**src/logic/pdm_pkg.sv**
```systemverilog
// Shared constants and carrier types of the PLL divider and mux control block
package pdm_pkg;

   // ==========================================================
   // Register offsets
   localparam logic [7:0] OFF_REFDIV = 8'h00;
   localparam logic [7:0] OFF_FB_A = 8'h04;
   localparam logic [7:0] OFF_FB_B = 8'h08;
   localparam logic [7:0] OFF_FB_C = 8'h0C;
   localparam logic [7:0] OFF_MUX = 8'h10;
   localparam logic [7:0] OFF_POST = 8'h14;
   localparam logic [7:0] OFF_PDEN = 8'h18;
   localparam logic [7:0] OFF_STATUS = 8'h1C;

   // ==========================================================
   // Field positions and reset value
   localparam int FB_C2_POS = 16;
   localparam int FB_W = 11;
   localparam int SWALLOW_W = 3;
   localparam int PDEN_POST_POS = 3;
   localparam logic [31:0] RST_VALUE = 32'h0000_0000;

   // ==========================================================
   // Divider constants
   localparam logic [3:0] PRESCALE_N = 4'h8;
   localparam logic [8:0] REF_ZERO_MOD = 9'h100;
   localparam int DIV_W = 9;

   // ==========================================================
   // Pin positions in the synchroniser vector
   localparam int PIN_XTAL = 0;
   localparam int PIN_ALT = 4;
   localparam int PIN_PD = 5;
   localparam int PIN_OE = 6;
   localparam int NPINS = 7;

   // ==========================================================
   // Mux source codes
   typedef enum logic [1:0] {
      PDM_SRC_REF = 2'h0,
      PDM_SRC_PLL_A = 2'h1,
      PDM_SRC_PLL_B = 2'h2,
      PDM_SRC_PLL_C = 2'h3
   } pdm_src_t;

   // ==========================================================
   // Carriers
   typedef struct packed {
      logic [3:0][7:0] refdiv;
      logic [3:0][FB_W-1:0] fb;
      logic [5:0][1:0] mux;
      logic [5:0][3:0] post;
      logic [6:0] pden;
   } pdm_regs_t;

   typedef struct packed {
      logic [DIV_W-1:0] cnt;
      logic [DIV_W-1:0] modulus;
      logic out;
   } pdm_div_state_t;

   typedef struct packed {
      logic [NPINS-1:0] s1;
      logic [NPINS-1:0] s2;
      logic [NPINS-1:0] s3;
      logic [NPINS-1:0] flt;
      pdm_regs_t r;
      logic dp_wr;
      logic [7:0] dp_addr;
      logic [31:0] hrdata;
      logic hreadyout;
      logic [2:0][3:0] pre;
      logic [2:0][2:0] acnt;
      logic [2:0][7:0] mcnt;
      logic [2:0][7:0] m_ld;
      logic [2:0][2:0] a_ld;
      logic [2:0] fb_pulse;
      logic [2:0] pll_pd;
      logic [3:0] oe;
      logic xin_low;
      logic crystal_output_high;
   } pdm_state_t;

endpackage

```
**src/logic/pdm_divider.sv**
```systemverilog
// Programmable synchronous divider driven by source edge enables
`timescale 1ns/1ps
module pdm_divider #(
   parameter int W = 9
) (
   input wire logic hclk,
   input wire logic hresetn,
   input wire logic run,
   input wire logic tick,
   input wire logic src_level,
   input wire logic [W-1:0] modulus,
   output logic div_out
);

   pdm_pkg::pdm_div_state_t st;
   pdm_pkg::pdm_div_state_t next_st;

   // ==========================================================
   // Counter
   always_comb begin
      next_st = st;
      // A cleared modulus is never legal, so load at once after reset
      if (!run || st.modulus == '0) begin
         next_st.cnt = '0;
         next_st.modulus = modulus;
      end else if (tick) begin
         if (st.cnt >= st.modulus - W'(1)) begin
            // New modulus only at terminal count or while stopped: no torn period
            next_st.cnt = '0;
            next_st.modulus = modulus;
         end else begin
            next_st.cnt = st.cnt + W'(1);
         end
      end
      if (!run) begin
         next_st.out = 1'b0;
      end else if (next_st.modulus == W'(1)) begin
         next_st.out = src_level;
      end else begin
         next_st.out = next_st.cnt < (next_st.modulus >> 1);
      end
   end

   always_ff @(posedge hclk or negedge hresetn) begin
      if (!hresetn) begin
         st <= '0;
      end else begin
         st <= next_st;
      end
   end

   assign div_out = st.out;
endmodule

```
**src/logic/pdm_clock_ctrl.sv**
```systemverilog
// Three-PLL divider, output mux and power control with an AHB-Lite register slave
`timescale 1ns/1ps
module pdm_clock_ctrl (
   input wire logic hclk,
   input wire logic hresetn,
   input wire logic hsel,
   input wire logic [31:0] haddr,
   input wire logic [1:0] htrans,
   input wire logic hwrite,
   input wire logic [2:0] hsize,
   input wire logic [31:0] hwdata,
   input wire logic hready,
   output logic hreadyout,
   output logic hresp,
   output logic [31:0] hrdata,
   input wire logic crystal_ref,
   input wire logic [2:0] vco_clk,
   input wire logic alt_set_select,
   input wire logic power_down_request,
   input wire logic output_enable,
   output logic [2:0] pfd_ref,
   output logic [2:0] pfd_fb,
   output logic [2:0] pll_power_down,
   output logic [3:0] clk_out,
   output logic [3:0] clk_out_oe,
   output logic crystal_input_force_low,
   output logic crystal_output_pull_high
);

   pdm_pkg::pdm_state_t st;
   pdm_pkg::pdm_state_t next_st;

   logic [pdm_pkg::NPINS-1:0] pins;
   logic [3:0] rise;
   logic alt;
   logic [2:0] pll_off;
   logic [3:0] post_off;
   logic all_off;
   logic [3:0][7:0] ref_eff;
   logic [2:0][pdm_pkg::FB_W-1:0] fb_eff;
   logic [3:0][1:0] mux_eff;
   logic [3:0][3:0] post_eff;
   logic [2:0][pdm_pkg::DIV_W-1:0] ref_mod;
   logic [3:0][pdm_pkg::DIV_W-1:0] post_mod;
   logic [3:0] post_tick;
   logic [3:0] post_lvl;
   logic ap_valid;
   logic ap_mapped;

   assign pins = {output_enable, power_down_request, alt_set_select, vco_clk, crystal_ref};

   // ==========================================================
   // Decoded control from registered state
   always_comb begin
      // Rising edge once stages two and three agree high
      rise = st.s2[3:0] & st.s3[3:0] & ~st.flt[3:0];
      alt = st.flt[pdm_pkg::PIN_ALT];
      for (int i = 0; i < 3; i++) begin
         pll_off[i] = st.flt[pdm_pkg::PIN_PD] & st.r.pden[i];
      end
      for (int j = 0; j < 4; j++) begin
         post_off[j] = st.flt[pdm_pkg::PIN_PD] & st.r.pden[pdm_pkg::PDEN_POST_POS + j];
      end
      all_off = (&pll_off) & (&post_off);
      // Set one or set two for the C/D paths
      ref_eff[0] = st.r.refdiv[0];
      ref_eff[1] = st.r.refdiv[1];
      ref_eff[2] = alt ? st.r.refdiv[3] : st.r.refdiv[2];
      ref_eff[3] = 8'h00;
      fb_eff[0] = st.r.fb[0];
      fb_eff[1] = st.r.fb[1];
      fb_eff[2] = alt ? st.r.fb[3] : st.r.fb[2];
      mux_eff[0] = st.r.mux[0];
      mux_eff[1] = st.r.mux[1];
      mux_eff[2] = alt ? st.r.mux[4] : st.r.mux[2];
      mux_eff[3] = alt ? st.r.mux[5] : st.r.mux[3];
      post_eff[0] = st.r.post[0];
      post_eff[1] = st.r.post[1];
      post_eff[2] = alt ? st.r.post[4] : st.r.post[2];
      post_eff[3] = alt ? st.r.post[5] : st.r.post[3];
      for (int i = 0; i < 3; i++) begin
         ref_mod[i] = (ref_eff[i] == 8'h00) ? pdm_pkg::REF_ZERO_MOD
                                            : {1'b0, ref_eff[i]};
      end
      for (int j = 0; j < 4; j++) begin
         // Source code zero is the reference, so a cleared mux passes it through
         post_tick[j] = rise[mux_eff[j]];
         post_lvl[j] = st.flt[mux_eff[j]];
         post_mod[j] = {5'h00, post_eff[j]} + 9'h001;
      end
   end

   // ==========================================================
   // Bus decode
   assign ap_valid = hsel & htrans[1] & hready;
   assign ap_mapped = (haddr[31:5] == 27'h0) && (haddr[1:0] == 2'h0);

   // ==========================================================
   // Next state
   always_comb begin
      logic [3:0] pmod;
      logic [7:0] m_term;
      pmod = 4'h0;
      m_term = 8'h00;
      next_st = st;
      // Pin synchronisers: stage one feeds stage two only
      next_st.s1 = pins;
      next_st.s2 = st.s1;
      next_st.s3 = st.s2;
      next_st.flt = ((st.s2 ~^ st.s3) & st.s2) | ((st.s2 ^ st.s3) & st.flt);
      // Writes land in the data phase, no wait for a later commit
      if (st.dp_wr) begin
         unique case (st.dp_addr)
            pdm_pkg::OFF_REFDIV: next_st.r.refdiv = hwdata;
            pdm_pkg::OFF_FB_A: next_st.r.fb[0] = hwdata[pdm_pkg::FB_W-1:0];
            pdm_pkg::OFF_FB_B: next_st.r.fb[1] = hwdata[pdm_pkg::FB_W-1:0];
            pdm_pkg::OFF_FB_C: begin
               next_st.r.fb[2] = hwdata[pdm_pkg::FB_W-1:0];
               next_st.r.fb[3] = hwdata[pdm_pkg::FB_C2_POS +: pdm_pkg::FB_W];
            end
            pdm_pkg::OFF_MUX: next_st.r.mux = hwdata[11:0];
            pdm_pkg::OFF_POST: next_st.r.post = hwdata[23:0];
            pdm_pkg::OFF_PDEN: next_st.r.pden = hwdata[6:0];
            default: ;
         endcase
      end
      next_st.dp_wr = ap_valid & hwrite & ap_mapped;
      next_st.dp_addr = haddr[7:0];
      next_st.hreadyout = 1'b1;
      // Read data from next values so a write just before is seen
      if (ap_valid && !hwrite) begin
         next_st.hrdata = pdm_pkg::RST_VALUE;
         if (ap_mapped) begin
            unique case (haddr[7:0])
               pdm_pkg::OFF_REFDIV: next_st.hrdata = next_st.r.refdiv;
               pdm_pkg::OFF_FB_A: next_st.hrdata = {21'h0, next_st.r.fb[0]};
               pdm_pkg::OFF_FB_B: next_st.hrdata = {21'h0, next_st.r.fb[1]};
               pdm_pkg::OFF_FB_C: next_st.hrdata = {5'h0, next_st.r.fb[3],
                                                    5'h0, next_st.r.fb[2]};
               pdm_pkg::OFF_MUX: next_st.hrdata = {20'h0, next_st.r.mux};
               pdm_pkg::OFF_POST: next_st.hrdata = {8'h0, next_st.r.post};
               pdm_pkg::OFF_PDEN: next_st.hrdata = {25'h0, next_st.r.pden};
               pdm_pkg::OFF_STATUS: next_st.hrdata = {16'h0, all_off, post_off,
                                                      pll_off, st.flt[6:4], 5'h0};
               default: next_st.hrdata = pdm_pkg::RST_VALUE;
            endcase
         end
      end
      // Dual-modulus feedback divider, one per PLL
      for (int i = 0; i < 3; i++) begin
         next_st.fb_pulse[i] = 1'b0;
         if (pll_off[i]) begin
            next_st.pre[i] = 4'h0;
            next_st.acnt[i] = 3'h0;
            next_st.mcnt[i] = 8'h00;
            next_st.m_ld[i] = fb_eff[i][pdm_pkg::FB_W-1:pdm_pkg::SWALLOW_W];
            next_st.a_ld[i] = fb_eff[i][pdm_pkg::SWALLOW_W-1:0];
         end else if (rise[i + 1]) begin
            // N+1 while swallowing, N after
            pmod = (st.acnt[i] < st.a_ld[i]) ? pdm_pkg::PRESCALE_N
                                             : pdm_pkg::PRESCALE_N - 4'h1;
            if (st.pre[i] >= pmod) begin
               next_st.pre[i] = 4'h0;
               if (st.acnt[i] < st.a_ld[i]) begin
                  next_st.acnt[i] = st.acnt[i] + 3'h1;
               end
               // Coarse count of zero behaves as one
               m_term = (st.m_ld[i] == 8'h00) ? 8'h00 : st.m_ld[i] - 8'h01;
               if (st.mcnt[i] >= m_term) begin
                  // Period is M*N+A; new word taken here or while the PLL is powered down
                  next_st.mcnt[i] = 8'h00;
                  next_st.acnt[i] = 3'h0;
                  next_st.fb_pulse[i] = 1'b1;
                  next_st.m_ld[i] = fb_eff[i][pdm_pkg::FB_W-1:pdm_pkg::SWALLOW_W];
                  next_st.a_ld[i] = fb_eff[i][pdm_pkg::SWALLOW_W-1:0];
               end else begin
                  next_st.mcnt[i] = st.mcnt[i] + 8'h01;
               end
            end else begin
               next_st.pre[i] = st.pre[i] + 4'h1;
            end
         end
      end
      // Pin-facing controls
      next_st.pll_pd = pll_off;
      next_st.oe = {4{st.flt[pdm_pkg::PIN_OE]}};
      next_st.xin_low = all_off;
      next_st.crystal_output_high = all_off;
   end

   always_ff @(posedge hclk or negedge hresetn) begin
      if (!hresetn) begin
         st <= '0;
      end else begin
         st <= next_st;
      end
   end

   // ==========================================================
   // Reference dividers, one per PLL
   for (genvar i = 0; i < 3; i++) begin : g_ref
      pdm_divider #(
         .W(pdm_pkg::DIV_W)
      ) u_ref_div (
         .hclk(hclk),
         .hresetn(hresetn),
         .run(~pll_off[i]),
         .tick(rise[pdm_pkg::PIN_XTAL]),
         .src_level(st.flt[pdm_pkg::PIN_XTAL]),
         .modulus(ref_mod[i]),
         .div_out(pfd_ref[i])
      );
   end

   // ==========================================================
   // Output paths: mux then post divider
   // Alternate select switches live; no glitch-free handover is attempted
   for (genvar j = 0; j < 4; j++) begin : g_post
      pdm_divider #(
         .W(pdm_pkg::DIV_W)
      ) u_post_div (
         .hclk(hclk),
         .hresetn(hresetn),
         .run(~post_off[j]),
         .tick(post_tick[j]),
         .src_level(post_lvl[j]),
         .modulus(post_mod[j]),
         .div_out(clk_out[j])
      );
   end

   // ==========================================================
   // Outputs
   assign hreadyout = st.hreadyout;
   assign hresp = 1'b0;
   assign hrdata = st.hrdata;
   assign pfd_fb = st.fb_pulse;
   assign pll_power_down = st.pll_pd;
   assign clk_out_oe = st.oe;
   assign crystal_input_force_low = st.xin_low;
   assign crystal_output_pull_high = st.crystal_output_high;
endmodule

```
**config.mk**
```make
export PLATFORM = sky130hd
export DESIGN_NAME = pdm_clock_ctrl
export DESIGN_NICKNAME = d
export VERILOG_FILES = /design/src/logic/pdm_pkg.sv /design/src/logic/pdm_divider.sv /design/src/logic/pdm_clock_ctrl.sv
export SDC_FILE = /design/constraint.sdc
export NUM_CORES = 1
export LEC_CHECK = 0
export BUFFER_PORTS_ARGS = -buffer_cell sky130_fd_sc_hd__buf_2
export CORE_MARGIN = 1.5
export CORE_UTILIZATION = 57
export CTS_CLUSTER_SIZE = 12
export DETAILED_ROUTE_END_ITERATION = 12
export GPL_TIMING_DRIVEN = 0
export MAX_ROUTING_LAYER = met4
export PLACE_DENSITY = 0.75
export SLEW_MARGIN = 20
export SYNTH_ARGS = -nofsm -noshare
export SYNTH_HDL_FRONTEND = slang
export SYNTH_HIERARCHICAL = 1
export SYNTH_SLANG_ARGS = --single-unit
```
**constraint.sdc**
```tcl
create_clock -name hclk -period 5.2 [get_ports hclk]
set_clock_uncertainty 0.05 [all_clocks]
set_input_delay 0 -clock hclk [delete_from_list [all_inputs] [get_ports hclk]]
set_output_delay 0 -clock hclk [all_outputs]
set_load 0.005 [all_outputs]
```
Word-level counts from Yosys, hierarchy flattened
Cells that the tools add are included.
Operators by class
  equal/unequal tests: 20
  multiplexer cells: 155
  reduce and logical (&&, ||, !) cells: 50
  bitwise gates (word level): 20
  order comparisons: 31
  add/sub/neg operators: 30
Operators with widths (count)
  case mux 32 bit (8 select lines): 1
  two-way mux 18 bit: 14
  two-way mux 8 bit: 28
  two-way mux 9 bit: 17
  two-way mux 119 bit: 1
  two-way mux 3 bit: 27
  logical NOT 8 bit: 8
  two-way mux 32 bit: 2
  adder 9 x 1 -> 9 bit (second input constant): 7
  == test 9 x 1 -> 1 bit (second input constant): 7
  greater-or-equal comparator 9 bit: 7
  logical NOT 9 bit: 7
  < comparator 9 x 8 -> 1 bit: 7
  subtractor 9 x 1 -> 9 bit (second input constant): 7
  == test 8 x 5 -> 1 bit (second input constant): 7
  two-way mux 4 bit: 14
  two-way mux 1 bit: 34
  two-way mux 11 bit: 3
  == test 8 x 4 -> 1 bit (second input constant): 4
  logical NOT 27 bit: 1
  adder 8 x 1 -> 8 bit (second input constant): 3
  greater-or-equal comparator 8 bit: 3
  two-way mux 24 bit: 1
  subtractor 8 x 1 -> 8 bit (second input constant): 3
  29 further kinds: 93
Word-level totals
  register bits after elaboration: 408
  output and inout bits: 53
  logic and storage cells: 375
  bits of input ports: 81

Depth between registers and ports, before layout
  word-level depth: 9
  gate-level depth with buffers: 19
  depth with buffers taken out: 18

Hierarchy
Netlist, hierarchy kept.
Modules (own cells, without submodules)
  pdm_clock_ctrl: seq. area each 6881.6 um2, cells an instance 1308, times used 1, area each 14202.4 um2
  pdm_divider at g_post[3].u_post_div ...: seq. area each 475.5 um2, cells an instance 149, times used 3, area each 1432.6 um2
  pdm_divider at g_post[0].u_post_div ...: seq. area each 475.5 um2, cells an instance 147, times used 3, area each 1413.9 um2
  pdm_divider at g_ref[2].u_ref_div: seq. area each 475.5 um2, cells an instance 150, times used 1, area each 1427.6 um2

Worst setup path before layout
Ideal clock, no wire load.
  kind: register to register
  from: register st (netlist bit alt)
  to: register g_post[2].u_post_div.st (netlist bit g_post[2].u_post_div/div_out)
  library setup time: 95 ps
  buffers on the path: 4
  cell stages (with the launch flop): 20
  path slack: 1189 ps
  clock period less this slack: 4011 ps
  arrival: 3866 ps
  cells stage by stage: dfrtp_1 > buf_2 > buf_1 > mux2i_1 > nor2_1 > a211oi_1 > a21oi_1 > clkbuf_1 > nand3_1 > o21ai_0 > or3_4 > a21o_4 > buf_6 > mux2i_1 > ha_1 > a21oi_1 > nor2_1 > a211oi_1 > o221ai_1 > o31ai_1
RTL lines
  start: declaration: line pdm_clock_ctrl.sv:30  | pdm_pkg::pdm_state_t st;
  start signal: assignment: line pdm_clock_ctrl.sv:195  | st <= next_st;
  end signal: assignment: line pdm_divider.sv:48  | st <= next_st;
  end: declaration: line pdm_divider.sv:15  | pdm_pkg::pdm_div_state_t st;

==> run summary <==
After layout, the worst setup slack is 0.4087 ns. The clock input transition at the sequential cells of the worst setup and hold paths is 0.06 ns. The overall track demand over capacity in global routing is 31.40%, and the number of instances in the placed design is 3051.

At the placement stage, the worst setup path has a slack of -0.005961 ns. The largest stage delay on the critical path is 0.65 ns, and the max-capacitance violation count is 0. The logs give 5.22 ns for the data arrival time of the critical path and 0 for the number of slew-limit violations in the final report. Fraction of synthesis flops using an asynchronous set or reset pin: 100.0%. The startpoint of the worst setup timing path was st[251]. The total standard cell area after synthesis is 24170 um^2. The global-route wire length before repair was 105.9 mm. Dividing the detail-routed via count by the number of cells gives 6.101. Hold timing on the final database bottoms out at a slack of 0.01826 ns. The synthesized design contains 0 enable-type register cells. Across the VDD grid, the largest voltage drop is 0.0002961 V.

Setup violations remaining at the end of the flow were counted as 0. The logs give 57.75% for the initial core utilization and 48.98 mm for the total half-perimeter wirelength after legalization and detailed placement. The power density normalized to cell area was 373.6 nW/um^2. The logs give 0.9540 for the final weighted congestion of routability-driven global placement and 2 for the depth of the CTS H-tree. In the final routed layout, each cell accounts on average for 20.68 um. The run finished with clean final reports. The worst path needs 4.791 ns of the cycle, external delays included.

The run gives 75 as the count of standard-cell rows. Leaving out fill and tap cells, the most frequent cells in the layout are sky130_fd_sc_hd__dfrtp_1, sky130_fd_sc_hd__nand2_1, sky130_fd_sc_hd__ha_1, sky130_fd_sc_hd__buf_2, sky130_fd_sc_hd__nor2_1. The tools report the register area share after synthesis as 42.24%. In this run the standard cell core region covers 41850 um^2. The total CTS buffers came out at 45. In this run the tool buffered the top-level ports with 128 buffer cells. The critical path goes through nor2b_2, mux2i_1, a21oi_1, clkbuf_1, nand4_1, o2bb2ai_1, or2_1, buf_4, buf_12, mux2i_1, ha_1, a21o_1, a21o_1, a21oi_1, o221ai_1, o22ai_1. Measured in cells, the most critical reg-to-reg path has a length of 16. Leaving out fill and tap cells, the most frequent cell in the layout is sky130_fd_sc_hd__dfrtp_1. The slowest stage of the critical path belongs to the cell sky130_fd_sc_hd__nor2b_2.

In this run, the number of DRC markers left after iteration 0 of detailed routing was 1740. Pin placement for this block handled 134 I/O pins. The endpoint identified for the worst register-to-register timing path is g_post[3].u_post_div/div_out. For the number of synthesis warnings, the log shows 6. Clock tree synthesis selected as its root buffer the cell sky130_fd_sc_hd__clkbuf_16.

The type of element launching the critical path was a register. The final setup TNS is 0 ns. The tools report the number of global-route vias before repair as 19800. Wires add up to 65.82 mm.

The aggregate global routing overflow was 0; the pin count of the biggest net entering global routing was 87. After detailed routing, the number of remaining DRC violations is 0. Width of the die: 208.9 um.

The transition time at the pin with the least slew margin is 0.9838 ns. The tightest min-delay check is of the in2reg type. The layout cell share with drive strength beyond 1 was 17.76%; the maximum fanout count along the critical path was 10. Averaged over all synthesized cells, the footprint is 10.30 um^2. In this run the most critical hold path is launched from alt_set_select. For the worst-skew pair, the clock arrives at the later sink with an insertion delay of 0.59 ns.

The worst pin sits at a relative slew slack of 33.91%. Total power for the finished layout comes to 10.39 mW. In this run the static leakage power is 12.90 nW.

The upper clock frequency limit was 0.2087 GHz. Before antenna repair, the detailed router went through 6 iterations. The path type of the worst setup path was reg2reg.

At the end of the flow, the number of nets in the layout was 2884. Once detail routing completed, the nets flagged for antenna violations numbered 0. The run gives 3 as the number of antenna violations at the first check in global routing. The tools report the end of the worst hold path as next_st[269].

The worst hold path was traced through 2 stages. The worst register-to-register path begins at st[251]. Area growth from synthesis to layout: 15.00%. TritonCTS built the clock tree. The slack of the worst reg-to-reg path was 0.41 ns; the combined area of the multi-input logic cells was 12840 um^2.

The worst setup path is captured at a register. The floorplan step defined a die boundary enclosing 43650 um^2. Counting the fill cells in the layout gives 3211. Dividing the final minimum period by the clock period gives 92.14%. Setup repair after global routing left no endpoint under its margin.

STA puts the critical path data required time at 5.63 ns. Synthesis instantiated 99 different standard cells from the library. The number of flip-flops and latches in the synthesized netlist was 408; the die boundary height was 208.9 um. The area of all sequential standard cells came out at 10210 um^2. No sink is reached through more buffers than the 3 on the longest clock path. Counting every sink on the clock net gives 408. The final hold violation count is 0, and the total number of vias is 19420.

The most instantiated flip-flop cell in the synthesis netlist is sky130_fd_sc_hd__dfrtp_1. For the number of instances in the synthesized netlist, the log shows 2346. The tools report the number of non-filler instances in the completed layout as 3183.
## logic make-up (layout without fill, tap and decap cells)
kind of cell | after synthesis | after routing | synth area share (%)
simple gates | 732 | 732 | 16.31
compound gates | 421 | 421 | 11.93
flops | 408 | 408 | 42.24
buf+inv | 257 | 520 | 5.270
mux | 216 | 216 | 10.01
fa+ha+maj | 191 | 191 | 9.888
xor+xnor | 119 | 119 | 4.312
other cells | 2 | 37 | 0.03107
## cell usage after synthesis, drive strengths merged (7+ instances only)
library cell  number  area share (%)
a2111oi            7            0.28
a211oi            17            0.53
a21o              44             1.5
a21oi            114             2.4
a221oi            15            0.54
a22o              24            0.87
a22oi             11            0.34
a31oi             12            0.31
a32o              10            0.42
a32oi              9            0.33
and2              18            0.47
and3              21            0.54
buf               76             2.4
clkbuf            52            0.84
dfrtp            408              42
ha               191             9.9
inv              126             2.0
mux2             116             5.5
mux2i             94             4.0
nand2            221             3.4
nand2b            29            0.75
nand3             69             1.5
nand4             50             1.3
nand4b             8            0.29
nor2             136             2.1
nor2b             23            0.60
nor3              41            0.96
nor4              33             1.1
nor4b             14            0.84
o21ai             77             1.6
o221ai            10            0.36
o22ai              8            0.21
o2bb2ai           11            0.40
o31ai             14            0.43
or3               14            0.42
or4               23            0.83
xnor2             64             2.3
xor2              55             2.0
## where the power goes
group	internal, mW	switching, mW	total, mW
Combinational	1.34	1.82	3.16
Clock	1.85	1.36	3.21
Sequential	3.54	0.476	4.02
Total	6.73	3.65	10.4
## routing by layer
metal / wire, um / track usage [%] / vias to the layer above
met2: 30760 / 49.67 / 693
met1: 28540 / 41.42 / 9603
met4: 2481 / 11.17 / 0
met5: 0 / - / -
met3: 4044 / 4.569 / 164
li1: - / - / 8960
## critical path, delay by kind of cell, from the launching register on
kind                     cells  cell delay [ns]
flip-flops                   1             0.55
multiplexers                 2             0.46
buffers and inverters        3             0.69
AO/OA/AOI/OAI                7             1.66
adder cells (fa/ha/maj)      1             0.30
AND/OR/NAND/NOR              3             0.95
## worst max-delay path by stage
stage                                         endpoint  slack [ns]  cells after the start
after floorplan           g_post[2].u_post_div/div_out        1.19                     19
final                     g_post[3].u_post_div/div_out        0.41                     16
after CTS                 g_post[3].u_post_div/div_out        0.09                     16
after detailed placement  g_post[3].u_post_div/div_out      -0.006                     18
after global placement       g_ref[2].u_ref_div/st[15]       -3.97                      1
after global routing      g_post[3].u_post_div/div_out        0.12                     17
## state kept, by name, summed over array words and instances (netlist names)
register                   cells
g_ref.u_ref_div/div_out        3
mux_eff                        4
pfd_fb                         3
next_st                       15
pll_power_down                 3
crystal_output_pull_high       1
alt                            1
st                           168
ref_eff                       16
fb_eff                        22
post_eff                       8
hrdata                        32
clk_out_oe                     1
g_post.u_post_div/st          72
hreadyout                      1
g_ref.u_ref_div/st            54
g_post.u_post_div/div_out      4
## repair_timing
item	CTS	global route
setup endpoints to repair	1	1
cloned	0	0
hold endpoints to repair	356	0
gates resized for setup	0	1
setup buffers	0	0
hold buffers	54	0
## area by class of cell
class	count	area share (%)
multi-input combinational	1713	46.18
sequential	408	36.73
timing repair buffer	188	4.862
clock buffer	61	4.524
buffer	128	2.841
tap	539	2.426
inverter	128	1.729
clock inverter	15	0.6752
antenna	3	0.02701
## through the flow
| stage | utilization (%) | area, um^2 |
|---|---|---|
| 2_1_floorplan | - | 24290 |
| 3_3_place_gp | 61.18 | 25600 |
| 3_5_place_dp | 61.56 | 25760 |
| 4_1_cts | 66.33 | 27760 |
| 5_1_grt | 66.41 | 27790 |
| 6_report | 66.41 | 27790 |
Note: power is estimated with default switching activity, not from simulation.
